[src/design/tmcr_defines.svh]
`ifndef TMCR_DEFINES_SVH
`define TMCR_DEFINES_SVH
// ----------------------------------------------------------------
// Register map, byte addresses on the AHB-Lite port
// ----------------------------------------------------------------
`define TMCR_ADDR_CFG 8'h00
`define TMCR_ADDR_LASTINFO 8'h04
`define TMCR_ADDR_TIMETAG 8'h08
`define TMCR_ADDR_COUNT 8'h0C
`define TMCR_ADDR_STATE 8'h10
// ----------------------------------------------------------------
// Configuration register fields and reset value
// ----------------------------------------------------------------
`define TMCR_CFG_GLOBAL_BUSY 0
`define TMCR_CFG_UMC_INV 1
`define TMCR_CFG_BCAST_SEL 3
`define TMCR_CFG_W 4
`define TMCR_CFG_RST 4'h0
// ----------------------------------------------------------------
// Information word fields
// ----------------------------------------------------------------
`define TMCR_IW_GAPBC 13
`define TMCR_IW_WCNT 12
`define TMCR_IW_MESSAGE_ERROR_FLAG 10
`define TMCR_IW_BUSY 9
`define TMCR_IW_ILL 8
`define TMCR_IW_BUS_IDENTITY_BIT 5
`define TMCR_IW_MC_HI 4
`define TMCR_IW_MC_LO 0
// ----------------------------------------------------------------
// Record layout and mode codes
// ----------------------------------------------------------------
`define TMCR_OFS_TAG 13'h0001
`define TMCR_OFS_DATA 13'h0002
`define TMCR_MC_DATA_BIT 4
`define TMCR_MC_LASTCMD 5'h12
`define TMCR_MC_BITWORD 5'h13
`define TMCR_MC_UNDEF_A 5'h11
`define TMCR_MC_UNDEF_B 5'h14
`define TMCR_MC_UNDEF_C 5'h15
`define TMCR_WORD_ZERO 16'h0000
`define TMCR_ADDR_ZERO 13'h0000
`define TMCR_BUS_ZERO 32'h0000_0000
`endif

[src/design/tmcr_pkg.sv]
package tmcr_pkg;
  // Command information handed over when a transmit mode command is decoded.
  typedef struct packed {
    logic [4:0] modeCode;
    logic busB;
    logic broadcast;
    logic cmdBusy;
    logic illegal;
    logic [12:0] dataPtr;
  } tmcr_cmd_t;
  // Error observations reported when the message is over.
  typedef struct packed {
    logic gapSeen;
    logic extraWord;
  } tmcr_done_t;
  // Record engine states.
  typedef enum logic [2:0] {
    ST_IDLE, ST_FETCH, ST_LOAD, ST_SEND, ST_WAITD, ST_WINFO, ST_WTAG, ST_WDATA
  } tmcr_state_t;
endpackage

[src/design/tmcr_record.sv]
// Added by the designer: the AHB-Lite register port and the placing of the registers.
`timescale 1ns/1ps
`include "tmcr_defines.svh"
module tmcr_record
  import tmcr_pkg::*;
(
  input wire logic core_clk,
  input wire logic rstn,
  input wire logic hsel,
  input wire logic [31:0] haddr,
  input wire logic [1:0] htrans,
  input wire logic hwrite,
  input wire logic [2:0] hsize,
  input wire logic [31:0] hwdata,
  input wire logic hready,
  output logic hreadyout,
  output logic hresp,
  output logic [31:0] hrdata,
  input wire logic cmdStart,
  input wire tmcr_cmd_t cmdInfo,
  input wire logic msgDone,
  input wire tmcr_done_t doneInfo,
  input wire logic [15:0] lastCmdWord,
  input wire logic [15:0] bitWord,
  output logic txValid,
  output logic [15:0] txData,
  output logic ramRe,
  output logic ramWe,
  output logic [12:0] ramAddr,
  output logic [15:0] ramWrData,
  input wire logic [15:0] ramRdData
);

  // ----------------------------------------------------------------
  // Helper functions
  // ----------------------------------------------------------------

  // True for the codes whose data word the block makes itself.
  function automatic logic isInternal(input logic [4:0] mc);
    isInternal = (mc == `TMCR_MC_LASTCMD) || (mc == `TMCR_MC_BITWORD);
  endfunction

  // True for the data-carrying codes that have no defined meaning.
  function automatic logic isUndef(input logic [4:0] mc);
    isUndef = (mc == `TMCR_MC_UNDEF_A) || (mc == `TMCR_MC_UNDEF_B) ||
              (mc == `TMCR_MC_UNDEF_C);
  endfunction

  // Builds the information word; unused bits stay zero.
  function automatic logic [15:0] mkInfo(input tmcr_cmd_t c, input tmcr_done_t d,
                                         input logic busy, input logic bcSel);
    logic [15:0] w;
    logic gapBc;
    w = `TMCR_WORD_ZERO;
    gapBc = bcSel ? c.broadcast : d.gapSeen;
    w[`TMCR_IW_GAPBC] = gapBc;
    w[`TMCR_IW_WCNT] = d.extraWord;
    w[`TMCR_IW_MESSAGE_ERROR_FLAG] = d.extraWord | (d.gapSeen & ~bcSel);
    w[`TMCR_IW_BUSY] = busy;
    w[`TMCR_IW_ILL] = c.illegal;
    w[`TMCR_IW_BUS_IDENTITY_BIT] = c.busB;
    w[`TMCR_IW_MC_HI:`TMCR_IW_MC_LO] = c.modeCode;
    mkInfo = w;
  endfunction

  // ----------------------------------------------------------------
  // Register and engine state
  // ----------------------------------------------------------------
  logic [`TMCR_CFG_W-1:0] cfg;
  logic [15:0] timeTag;
  logic [15:0] lastInfo;
  logic [15:0] recCount;
  tmcr_state_t state;
  tmcr_cmd_t cmdR;
  logic [15:0] tagR;
  logic [15:0] txWord;
  logic busyR;
  logic sentR;
  logic wrPend;
  logic [7:0] wrAddr;
  logic busAct;
  logic [31:0] next_hrdata;
  logic startBusy;
  logic startOk;

  // A valid NONSEQ or SEQ transfer addressed to this slave.
  assign busAct = hsel && htrans[1] && hready;

  // ----------------------------------------------------------------
  // AHB-Lite slave, zero wait states, always OKAY
  // ----------------------------------------------------------------

  // The slave never stalls and never errors.
  always_ff @(posedge core_clk or negedge rstn) begin
    if (!rstn) begin
      hreadyout <= 1'b1;
      hresp <= 1'b0;
    end else begin
      hreadyout <= 1'b1;
      hresp <= 1'b0;
    end
  end

  // Write address is held for the data phase.
  always_ff @(posedge core_clk or negedge rstn) begin
    if (!rstn) begin
      wrPend <= 1'b0;
      wrAddr <= 8'h00;
    end else begin
      wrPend <= busAct && hwrite;
      wrAddr <= haddr[7:0];
    end
  end

  // Configuration register takes the data phase word.
  always_ff @(posedge core_clk or negedge rstn) begin
    if (!rstn) begin
      cfg <= `TMCR_CFG_RST;
    end else if (wrPend && wrAddr == `TMCR_ADDR_CFG) begin
      cfg <= hwdata[`TMCR_CFG_W-1:0];
    end
  end

  // Read mux; unmapped addresses read zero.
  always_comb begin
    case (haddr[7:0])
      `TMCR_ADDR_CFG: next_hrdata = {28'h0000000, cfg};
      `TMCR_ADDR_LASTINFO: next_hrdata = {16'h0000, lastInfo};
      `TMCR_ADDR_TIMETAG: next_hrdata = {16'h0000, timeTag};
      `TMCR_ADDR_COUNT: next_hrdata = {16'h0000, recCount};
      `TMCR_ADDR_STATE: next_hrdata = {29'h00000000, state};
      default: next_hrdata = `TMCR_BUS_ZERO;
    endcase
  end

  // Read data is registered so it stands in the data phase.
  always_ff @(posedge core_clk or negedge rstn) begin
    if (!rstn) begin
      hrdata <= `TMCR_BUS_ZERO;
    end else if (busAct && !hwrite) begin
      hrdata <= next_hrdata;
    end
  end

  // ----------------------------------------------------------------
  // Time tag counter
  // ----------------------------------------------------------------

  // Free-running counter, one count per clock.
  always_ff @(posedge core_clk or negedge rstn) begin
    if (!rstn) begin
      timeTag <= `TMCR_WORD_ZERO;
    end else begin
      timeTag <= timeTag + 16'h0001;
    end
  end

  // ----------------------------------------------------------------
  // Record engine
  // ----------------------------------------------------------------

  // Busy answer from the global bit or the per-command bit.
  assign startBusy = cfg[`TMCR_CFG_GLOBAL_BUSY] | cmdInfo.cmdBusy;
  // Data is sent only if legal, not busy and not an invalidated undefined code.
  assign startOk = cmdInfo.modeCode[`TMCR_MC_DATA_BIT] && !startBusy &&
                   !cmdInfo.illegal &&
                   !(isUndef(cmdInfo.modeCode) && cfg[`TMCR_CFG_UMC_INV]);

  // Sequencing of fetch, transmit and record writes.
  always_ff @(posedge core_clk or negedge rstn) begin
    if (!rstn) begin
      state <= ST_IDLE;
      cmdR <= '0;
      tagR <= `TMCR_WORD_ZERO;
      txWord <= `TMCR_WORD_ZERO;
      busyR <= 1'b0;
      sentR <= 1'b0;
      ramRe <= 1'b0;
      ramWe <= 1'b0;
      ramAddr <= `TMCR_ADDR_ZERO;
      ramWrData <= `TMCR_WORD_ZERO;
      txValid <= 1'b0;
      txData <= `TMCR_WORD_ZERO;
    end else begin
      case (state)
        ST_IDLE: begin
          ramWe <= 1'b0;
          sentR <= 1'b0;
          if (cmdStart) begin
            cmdR <= cmdInfo;
            tagR <= timeTag;
            busyR <= startBusy;
            if (startOk && isInternal(cmdInfo.modeCode)) begin
              txWord <= (cmdInfo.modeCode == `TMCR_MC_LASTCMD) ? lastCmdWord : bitWord;
              state <= ST_SEND;
            end else if (startOk) begin
              ramRe <= 1'b1;
              ramAddr <= cmdInfo.dataPtr + `TMCR_OFS_DATA;
              state <= ST_FETCH;
            end else begin
              state <= ST_WAITD;
            end
          end
        end
        ST_FETCH: begin
          ramRe <= 1'b0;
          state <= ST_LOAD;
        end
        ST_LOAD: begin
          txWord <= ramRdData;
          state <= ST_SEND;
        end
        ST_SEND: begin
          txValid <= 1'b1;
          txData <= txWord;
          sentR <= 1'b1;
          state <= ST_WAITD;
        end
        ST_WAITD: begin
          txValid <= 1'b0;
          if (msgDone) begin
            ramWe <= 1'b1;
            ramAddr <= cmdR.dataPtr;
            ramWrData <= mkInfo(cmdR, doneInfo, busyR, cfg[`TMCR_CFG_BCAST_SEL]);
            state <= ST_WINFO;
          end
        end
        ST_WINFO: begin
          ramAddr <= cmdR.dataPtr + `TMCR_OFS_TAG;
          ramWrData <= tagR;
          state <= ST_WTAG;
        end
        ST_WTAG: begin
          if (isInternal(cmdR.modeCode) && sentR) begin
            ramAddr <= cmdR.dataPtr + `TMCR_OFS_DATA;
            ramWrData <= txWord;
            state <= ST_WDATA;
          end else begin
            ramWe <= 1'b0;
            state <= ST_IDLE;
          end
        end
        ST_WDATA: begin
          ramWe <= 1'b0;
          state <= ST_IDLE;
        end
        default: begin
          state <= ST_IDLE;
        end
      endcase
    end
  end

  // Last information word and record count for software.
  always_ff @(posedge core_clk or negedge rstn) begin
    if (!rstn) begin
      lastInfo <= `TMCR_WORD_ZERO;
      recCount <= `TMCR_WORD_ZERO;
    end else if (state == ST_WINFO) begin
      lastInfo <= ramWrData;
      recCount <= recCount + 16'h0001;
    end
  end
endmodule

[config.mk]
export PLATFORM = sky130hd
export DESIGN_NAME = tmcr_record
export DESIGN_NICKNAME = d
export VERILOG_FILES = /design/src/design/tmcr_pkg.sv /design/src/design/tmcr_record.sv
export VERILOG_INCLUDE_DIRS = /design/src /design/src/design
export SDC_FILE = /design/constraint.sdc
export NUM_CORES = 1
export LEC_CHECK = 0
export ABC_AREA = 1
export CAP_MARGIN = 10
export CORE_UTILIZATION = 45
export DETAILED_ROUTE_END_ITERATION = 8
export DONT_BUFFER_PORTS = 1
export PLACE_DENSITY = 0.64
export SLEW_MARGIN = 10
export SYNTH_ARGS = -nofsm -noshare
export SYNTH_HDL_FRONTEND = slang
export SYNTH_SLANG_ARGS = --single-unit
[constraint.sdc]
create_clock -name core_clk -period 3.22 [get_ports core_clk]
set_input_delay 0.322 -clock core_clk [delete_from_list [all_inputs] [get_ports core_clk]]
set_output_delay 0.322 -clock core_clk [all_outputs]
set_load 0.1 [all_outputs]
# Word-level counts from Yosys, hierarchy flattened
# Cells that the tools add are included.
[op_classes]
add_sub_neg = 5
eq_ne = 25
mux = 30
n_bitwise = 4
reduce_logical = 37
[ops]
columns = ["cell", "n"]
rows = [
  ["16-bit 2-to-1 mux", 5],
  ["16-bit one-hot mux with 5 select lines", 1],
  ["13-bit 2-to-1 mux", 5],
  ["13-bit one-hot mux with 4 select lines", 1],
  ["16-bit one-hot mux with 3 select lines", 1],
  ["5-bit == test (second input constant)", 7],
  ["16-bit by 1-bit adder with 16-bit output (second input constant)", 2],
  ["16-bit one-hot mux with 2 select lines", 1],
  ["13-bit by 2-bit adder with 13-bit output (second input constant)", 2],
  ["3-bit one-hot mux with 8 select lines", 1],
  ["8-bit by 4-bit == test with 1-bit output (second input constant)", 2],
  ["8-bit logical NOT", 2],
  ["3-bit 2-to-1 mux", 5],
  ["2-bit != test (second input constant)", 7],
  ["13-bit by 1-bit adder with 13-bit output (second input constant)", 1],
  ["3-bit == test (second input constant)", 4],
  ["1-bit logical AND", 11],
  ["3-bit AND reduction", 3],
  ["8-bit by 3-bit == test with 1-bit output (second input constant)", 1],
  ["8-bit by 5-bit == test with 1-bit output (second input constant)", 1],
  ["2-bit nonzero test", 4],
  ["3-bit by 2-bit == test with 1-bit output (second input constant)", 2],
  ["1-bit 2-to-1 mux", 6],
  ["1-bit one-hot mux with 2 select lines", 3],
  ["14 further kinds", 23],
]
[word_totals]
ff_bits = 199
out_inout_bits = 82
wordCells = 124

# Logic depth before layout (Yosys ltp)
[depth]
ltp_word = 10
depth_mapped = 14

# Worst setup path after synthesis
# OpenSTA, ideal clock, no wires.
[synth_timing]
path_type = "register to register"
start = "reg state[0]"
end = "reg ramAddr[9]"
arrival_ns = 1.846
slack_ns = 1.297
path_stages_with_launch = 15
n_path_buf = 1
period_less_slack_ns = 1.923
path_cell_list = "dfrtp_1 > buf_2 > inv_2 > nand3_4 > inv_1 > nand2_1 > nand2_1 > inv_1 > ha_1 > nand2_1 > nor3_2 > nand2_1 > nand2_1 > nand3_1 > a21oi_1"
[synth_via]
elab_chain_cells = 3
[synth_lines]
columns = ["item", "line", "source"]
rows = [
  ["start, declared", "tmcr_record.sv:73", "tmcr_state_t state;"],
  ["start signal, assigned", "tmcr_record.sv:172", "state <= ST_IDLE;"],
  ["start signal, assigned", "tmcr_record.sv:195", "state <= ST_SEND;"],
  ["start signal, assigned", "tmcr_record.sv:199", "state <= ST_FETCH;"],
  ["3-bit == test or 3-bit logical NOT (tied branches)", "tmcr_record.sv:185", "case (state)"],
  ["4-bit nonzero test (no line) or 2-bit != test (tied branches)", "n/a", ""],
  ["6-bit AND reduction (no line)", "n/a", ""],
  ["end signal, assigned", "tmcr_record.sv:180", "ramAddr <= `TMCR_ADDR_ZERO;"],
  ["end signal, assigned", "tmcr_record.sv:198", "ramAddr <= cmdInfo.dataPtr + `TMCR_OFS_DATA;"],
  ["end signal, assigned", "tmcr_record.sv:223", "ramAddr <= cmdR.dataPtr;"],
  ["end, declared", "tmcr_record.sv:29", "output logic [12:0] ramAddr,"],
]
# Several ways; a longest one is shown, not always the timed one.
# A chain may end at the register's enable or synchronous reset.

# Worst setup path in the final report
[layout_timing]
start = "reg state[2]"
end = "reg recCount[12]"
[layout_via]
elab_chain_cells = 1
[layout_lines]
columns = ["item", "line", "source"]
rows = [
  ["3-bit == test", "tmcr_record.sv:259", "end else if (state == ST_WINFO) begin"],
  ["end signal, assigned", "tmcr_record.sv:258", "recCount <= `TMCR_WORD_ZERO;"],
  ["end signal, assigned", "tmcr_record.sv:261", "recCount <= recCount + 16'h0001;"],
  ["end, declared", "tmcr_record.sv:72", "logic [15:0] recCount;"],
]
# Every way passes these cells.

==> results_tabular.tex <==
\begin{tabular}{lr}
\hline
Metric & Value \\
\hline
\multicolumn{2}{l}{\textbf{Routing}} \\
\quad Number of vias after detailed routing & 7135 \\
\quad Remaining design rule violation count & 0 \\
\quad Average wire per standard cell & 16.3 um \\
\quad 1st-iter DRT viols & 441 \\
\quad DR vias/cell & 5.20 \\
\quad Total wirelength of the detailed-routed design & 22400 um \\
\quad Detail Route Antenna Nets & 0 \\
\quad First-pass iteration count of the detailed router & 5 \\
\multicolumn{2}{l}{\textbf{Power}} \\
\quad Sequential Power Share & 0.546 \\
\quad Power dissipated by switching net loads & 0.00529 W \\
\quad Clock network power share & 0.216 \\
\quad Fraction of power spent switching nets & 0.510 \\
\quad Maximum VDD drop & 0.000531 V \\
\quad Internal cell power & 0.00509 W \\
\quad Leak pwr & 4.68 nW \\
\quad Logic pwr share & 0.238 \\
\quad Total power density per cell area & 1050 nW/um2 \\
\multicolumn{2}{l}{\textbf{Floorplanning}} \\
\quad Core outline area & 19500 um2 \\
\quad Die extent in x & 143 um \\
\quad Die height & 143 um \\
\quad Initial standard-cell utilization of the core & 0.460 \\
\quad Number of ports placed on the die boundary & 230 \\
\quad Total Die Area & 20400 um2 \\
\quad Number of rows created at floorplan & 51 \\
\multicolumn{2}{l}{\textbf{CTS}} \\
\quad Hold-fix buffers, CTS & 9 \\
\quad Clock latency of the later-clocked register in the worst-skew pair & 430 ps \\
\quad CTS H-tree lvls & 4 \\
\quad TritonCTS sink count & 183 \\
\quad CTS buffer count & 17 \\
\quad TritonCTS clock tree & yes \\
\quad Master cell of the clock root buffer & clkbuf\_16 \\
\quad Maximum clock path buffer count & 2 \\
\quad Resize count post-CTS & 0 \\
\quad Clock edge transition at the registers on the reported setup and hold paths & 70 ps \\
\quad Setup bufs post-CTS & 0 \\
\multicolumn{2}{l}{\textbf{Synthesis}} \\
\quad Ys Warns & 0 \\
\quad Synth unique cells & 39 \\
\quad Register area share after synthesis & 0.512 \\
\quad Summed instance area of the synthesized netlist & 8950 um2 \\
\quad Post-synthesis sequential element count & 183 \\
\quad Avg Cell Area, Syn & 8.18 um2 \\
\quad Number of standard cells after synthesis & 1093 \\
\multicolumn{2}{l}{\textbf{Critical path}} \\
\quad Setup Crit Path Kind & register to register \\
\quad Reg-to-reg setup timing slack & 660 ps \\
\quad Crit path arrival time & 2880 ps \\
\quad Data required time at the worst endpoint & 3540 ps \\
\quad Critical path endpoint category & register \\
\quad Startpoint type of the worst setup path & register \\
\quad Critical Path Start & state[2]\$\_DFFE\_PN0P\_ \\
\quad Worst r2r path cells & 9 \\
\quad Maximum fanout encountered on the critical timing path & 26 \\
\quad End of the worst register-to-register path & recCount[12]\$\_DFFE\_PN0P\_ \\
\quad Source of the worst register-to-register timing path & state[2]\$\_DFFE\_PN0P\_ \\
\multicolumn{2}{l}{\textbf{Final layout}} \\
\quad Number of nets in the finished design & 1246 \\
\quad Final Instance Count excl. Fillers & 1372 \\
\quad Fraction of layout cells with a size suffix above 1 & 0.0659 \\
\quad Leading cell types in the layout, fill and taps excluded & nand2\_1 (307), dfrtp\_1 (183), o21ai\_0 (132), inv\_1 (115), nor2\_1 (60) \\
\quad Filler instances & 1847 \\
\quad Most common library cell in the layout ignoring fill and taps & nand2\_1 \\
\quad Area growth syn-to-layout & 10.1\% \\
\quad Count of inserted antenna diode cells & 0 \\
\multicolumn{2}{l}{\textbf{Place}} \\
\quad Global placer's final weighted congestion & 0.854 \\
\quad DP Worst Slack & 651 ps \\
\quad Number of cells in the design after placement & 1331 \\
\quad Number of buffer cells added on primary ports & 0 \\
\quad HPWL after detailed placement & 16300 um \\
\multicolumn{2}{l}{\textbf{STA}} \\
\quad Setup violations, final & 0 \\
\quad Transition time at the pin with the least slew margin & 1000 ps \\
\quad Timing-limited maximum frequency & 0.390 GHz \\
\quad Fin worst setup slack & 658 ps \\
\quad Total count of max-transition violations in the final report & 0 \\
\quad Count of endpoints failing hold in the final timing report & 183 \\
\quad Setup tns final & 0 ps \\
\quad Tightest slew margin relative to the limit & 0.331 \\
\quad Setup repair after global routing missed its margin & false \\
\quad Minimum period implied by the final worst setup slack & 2560 ps \\
\quad Portion of the clock cycle consumed by the worst path in the final layout & 0.796 \\
\quad Clock skew & 9.88 ps \\
\quad Worst hold slack & -404 ps \\
\multicolumn{2}{l}{\textbf{Global route}} \\
\quad Aggregate global-route resource usage & 0.228 \\
\quad First-pass GRT wire length & 35500 um \\
\quad GRT Max-Usage Layer & met2 \\
\quad GRT met2 Usage & 0.378 \\
\quad Vias in the first global route & 6678 \\
\quad Aggregate global routing overflow & 0 \\
\quad GR met3 Demand/Resource & 0.0490 \\
\quad Antenna violations before repair & 0 \\
\quad Largest net degree at the start of global routing & 184 \\
\quad GR met1 Demand/Resource & 0.297 \\
\multicolumn{2}{l}{\textbf{Hold path}} \\
\quad Type of the worst min-delay path & input port to async pin \\
\multicolumn{2}{l}{\textbf{Outcome}} \\
\quad Outcome & complete, but fails checks \\
\quad Failing checks & negative hold slack \\
\multicolumn{2}{l}{\textbf{Job}} \\
\quad Number of max-cap violations & 0 \\
\hline
\end{tabular}
==> layout make-up <==
| cell class | count | area, um2 | area share |
|---|---|---|---|
| inverters | 121 | 454 | 0.0461 |
| repair buffers | 25 | 210 | 0.0213 |
| flip-flops and latches | 183 | 4580 | 0.465 |
| clock inverters | 11 | 170 | 0.0173 |
| clock buffers | 21 | 470 | 0.0478 |
| well taps | 265 | 332 | 0.0337 |
| multi-input cells | 746 | 3640 | 0.369 |
==> routing by layer <==
metal	vias up	wire length [um]	part of all wire
li1	3507	-	-
met5	-	0	0
met3	22	1210	0.054
met2	170	11100	0.50
met1	3436	9660	0.43
met4	0	361	0.016
==> power groups by stage <==
stage / Combinational [W] / Sequential, W / Clock [W]
3_5_place_dp: 0.00247 / 0.00571 / 0
2_1_floorplan: 0.00197 / 0.00548 / 0
3_3_place_gp: 0.00243 / 0.00570 / 0
6_report: 0.00247 / 0.00566 / 0.00225
5_1_grt: 0.00282 / 0.00575 / 0.00238
4_1_cts: 0.00249 / 0.00567 / 0.00229
==> cell usage after synthesis, drive strengths merged <==
cell | n | share of area
nand2 | 311 | 0.13
dfrtp | 183 | 0.51
o21ai | 133 | 0.074
inv | 118 | 0.050
nor2 | 69 | 0.034
nand3 | 60 | 0.036
buf | 35 | 0.028
a21oi | 33 | 0.018
xor2 | 30 | 0.029
clkbuf | 24 | 0.010
o211ai | 19 | 0.016
nor3 | 18 | 0.011
nand4 | 13 | 0.0091
a31oi | 9 | 0.0063
o22ai | 8 | 0.0056
o221ai | 5 | 0.0049
ha | 4 | 0.0056
mux2 | 4 | 0.0050
clkinv | 3 | 0.0013
a221oi | 2 | 0.0020
conb | 2 | 0.00084
o2111ai | 2 | 0.0020
xnor2 | 2 | 0.0020
a21boi | 1 | 0.0013
a22oi | 1 | 0.00084
nand3b | 1 | 0.00084
nor4 | 1 | 0.00070
o31ai | 1 | 0.00084
or2 | 1 | 0.00070
==> how the worst max path moves through the flow <==
stage / end / slack, ps / depth (start not counted)
finish: recCount[12]$_DFFE_PN0P_ / 660 / 9
global route: ramAddr[9]$_DFFE_PN0P_ / 420 / 12
CTS: recCount[12]$_DFFE_PN0P_ / 650 / 9
detailed placement: recCount[12]$_DFFE_PN0P_ / 650 / 9
global placement: recCount[12]$_DFFE_PN0P_ / 720 / 9
floorplan: ramAddr[9]$_DFFE_PN0P_ / 1300 / 14
==> critical path, cell delays in order, from the launching register on <==
cell	delay (ps)
dfrtp_1	690
inv_2	160
nor2_4	290
nand2_2	140
buf_4	250
nor2_2	140
nand3_1	170
nor3_2	290
nand3_1	140
xor2_1	170
==> registers in the layout (all words and copies together), names as in the netlist <==
register   count
cmdR          21
hrdata        16
lastInfo      16
ramWrData     16
recCount      16
tagR          16
timeTag       16
txData        16
txWord        16
ramAddr       13
wrAddr         8
cfg            4
state          3
busyR          1
ramRe          1
ramWe          1
sentR          1
txValid        1
wrPend         1
==> stage by stage <==
step	utilization	power, W	instance area (um2)
2_1_floorplan	-	0.00745	9010
3_3_place_gp	0.469	0.00813	9120
3_5_place_dp	0.469	0.00818	9120
4_1_cts	0.506	0.0105	9850
5_1_grt	0.506	0.0110	9850
6_report	0.506	0.0104	9850
==> kinds of logic (layout without fill, tap and decap cells) <==
kind of cell	Yosys count	in the layout	synth area share
compound gates	214	214	0.132
simple gates	474	474	0.224
other cells	2	18	0.000839
fa+ha+maj	4	4	0.00559
mux	4	4	0.00503
buf+inv	180	178	0.0884
flops	183	183	0.512
xor+xnor	32	32	0.0313
(Power assumes the default switching activity.)
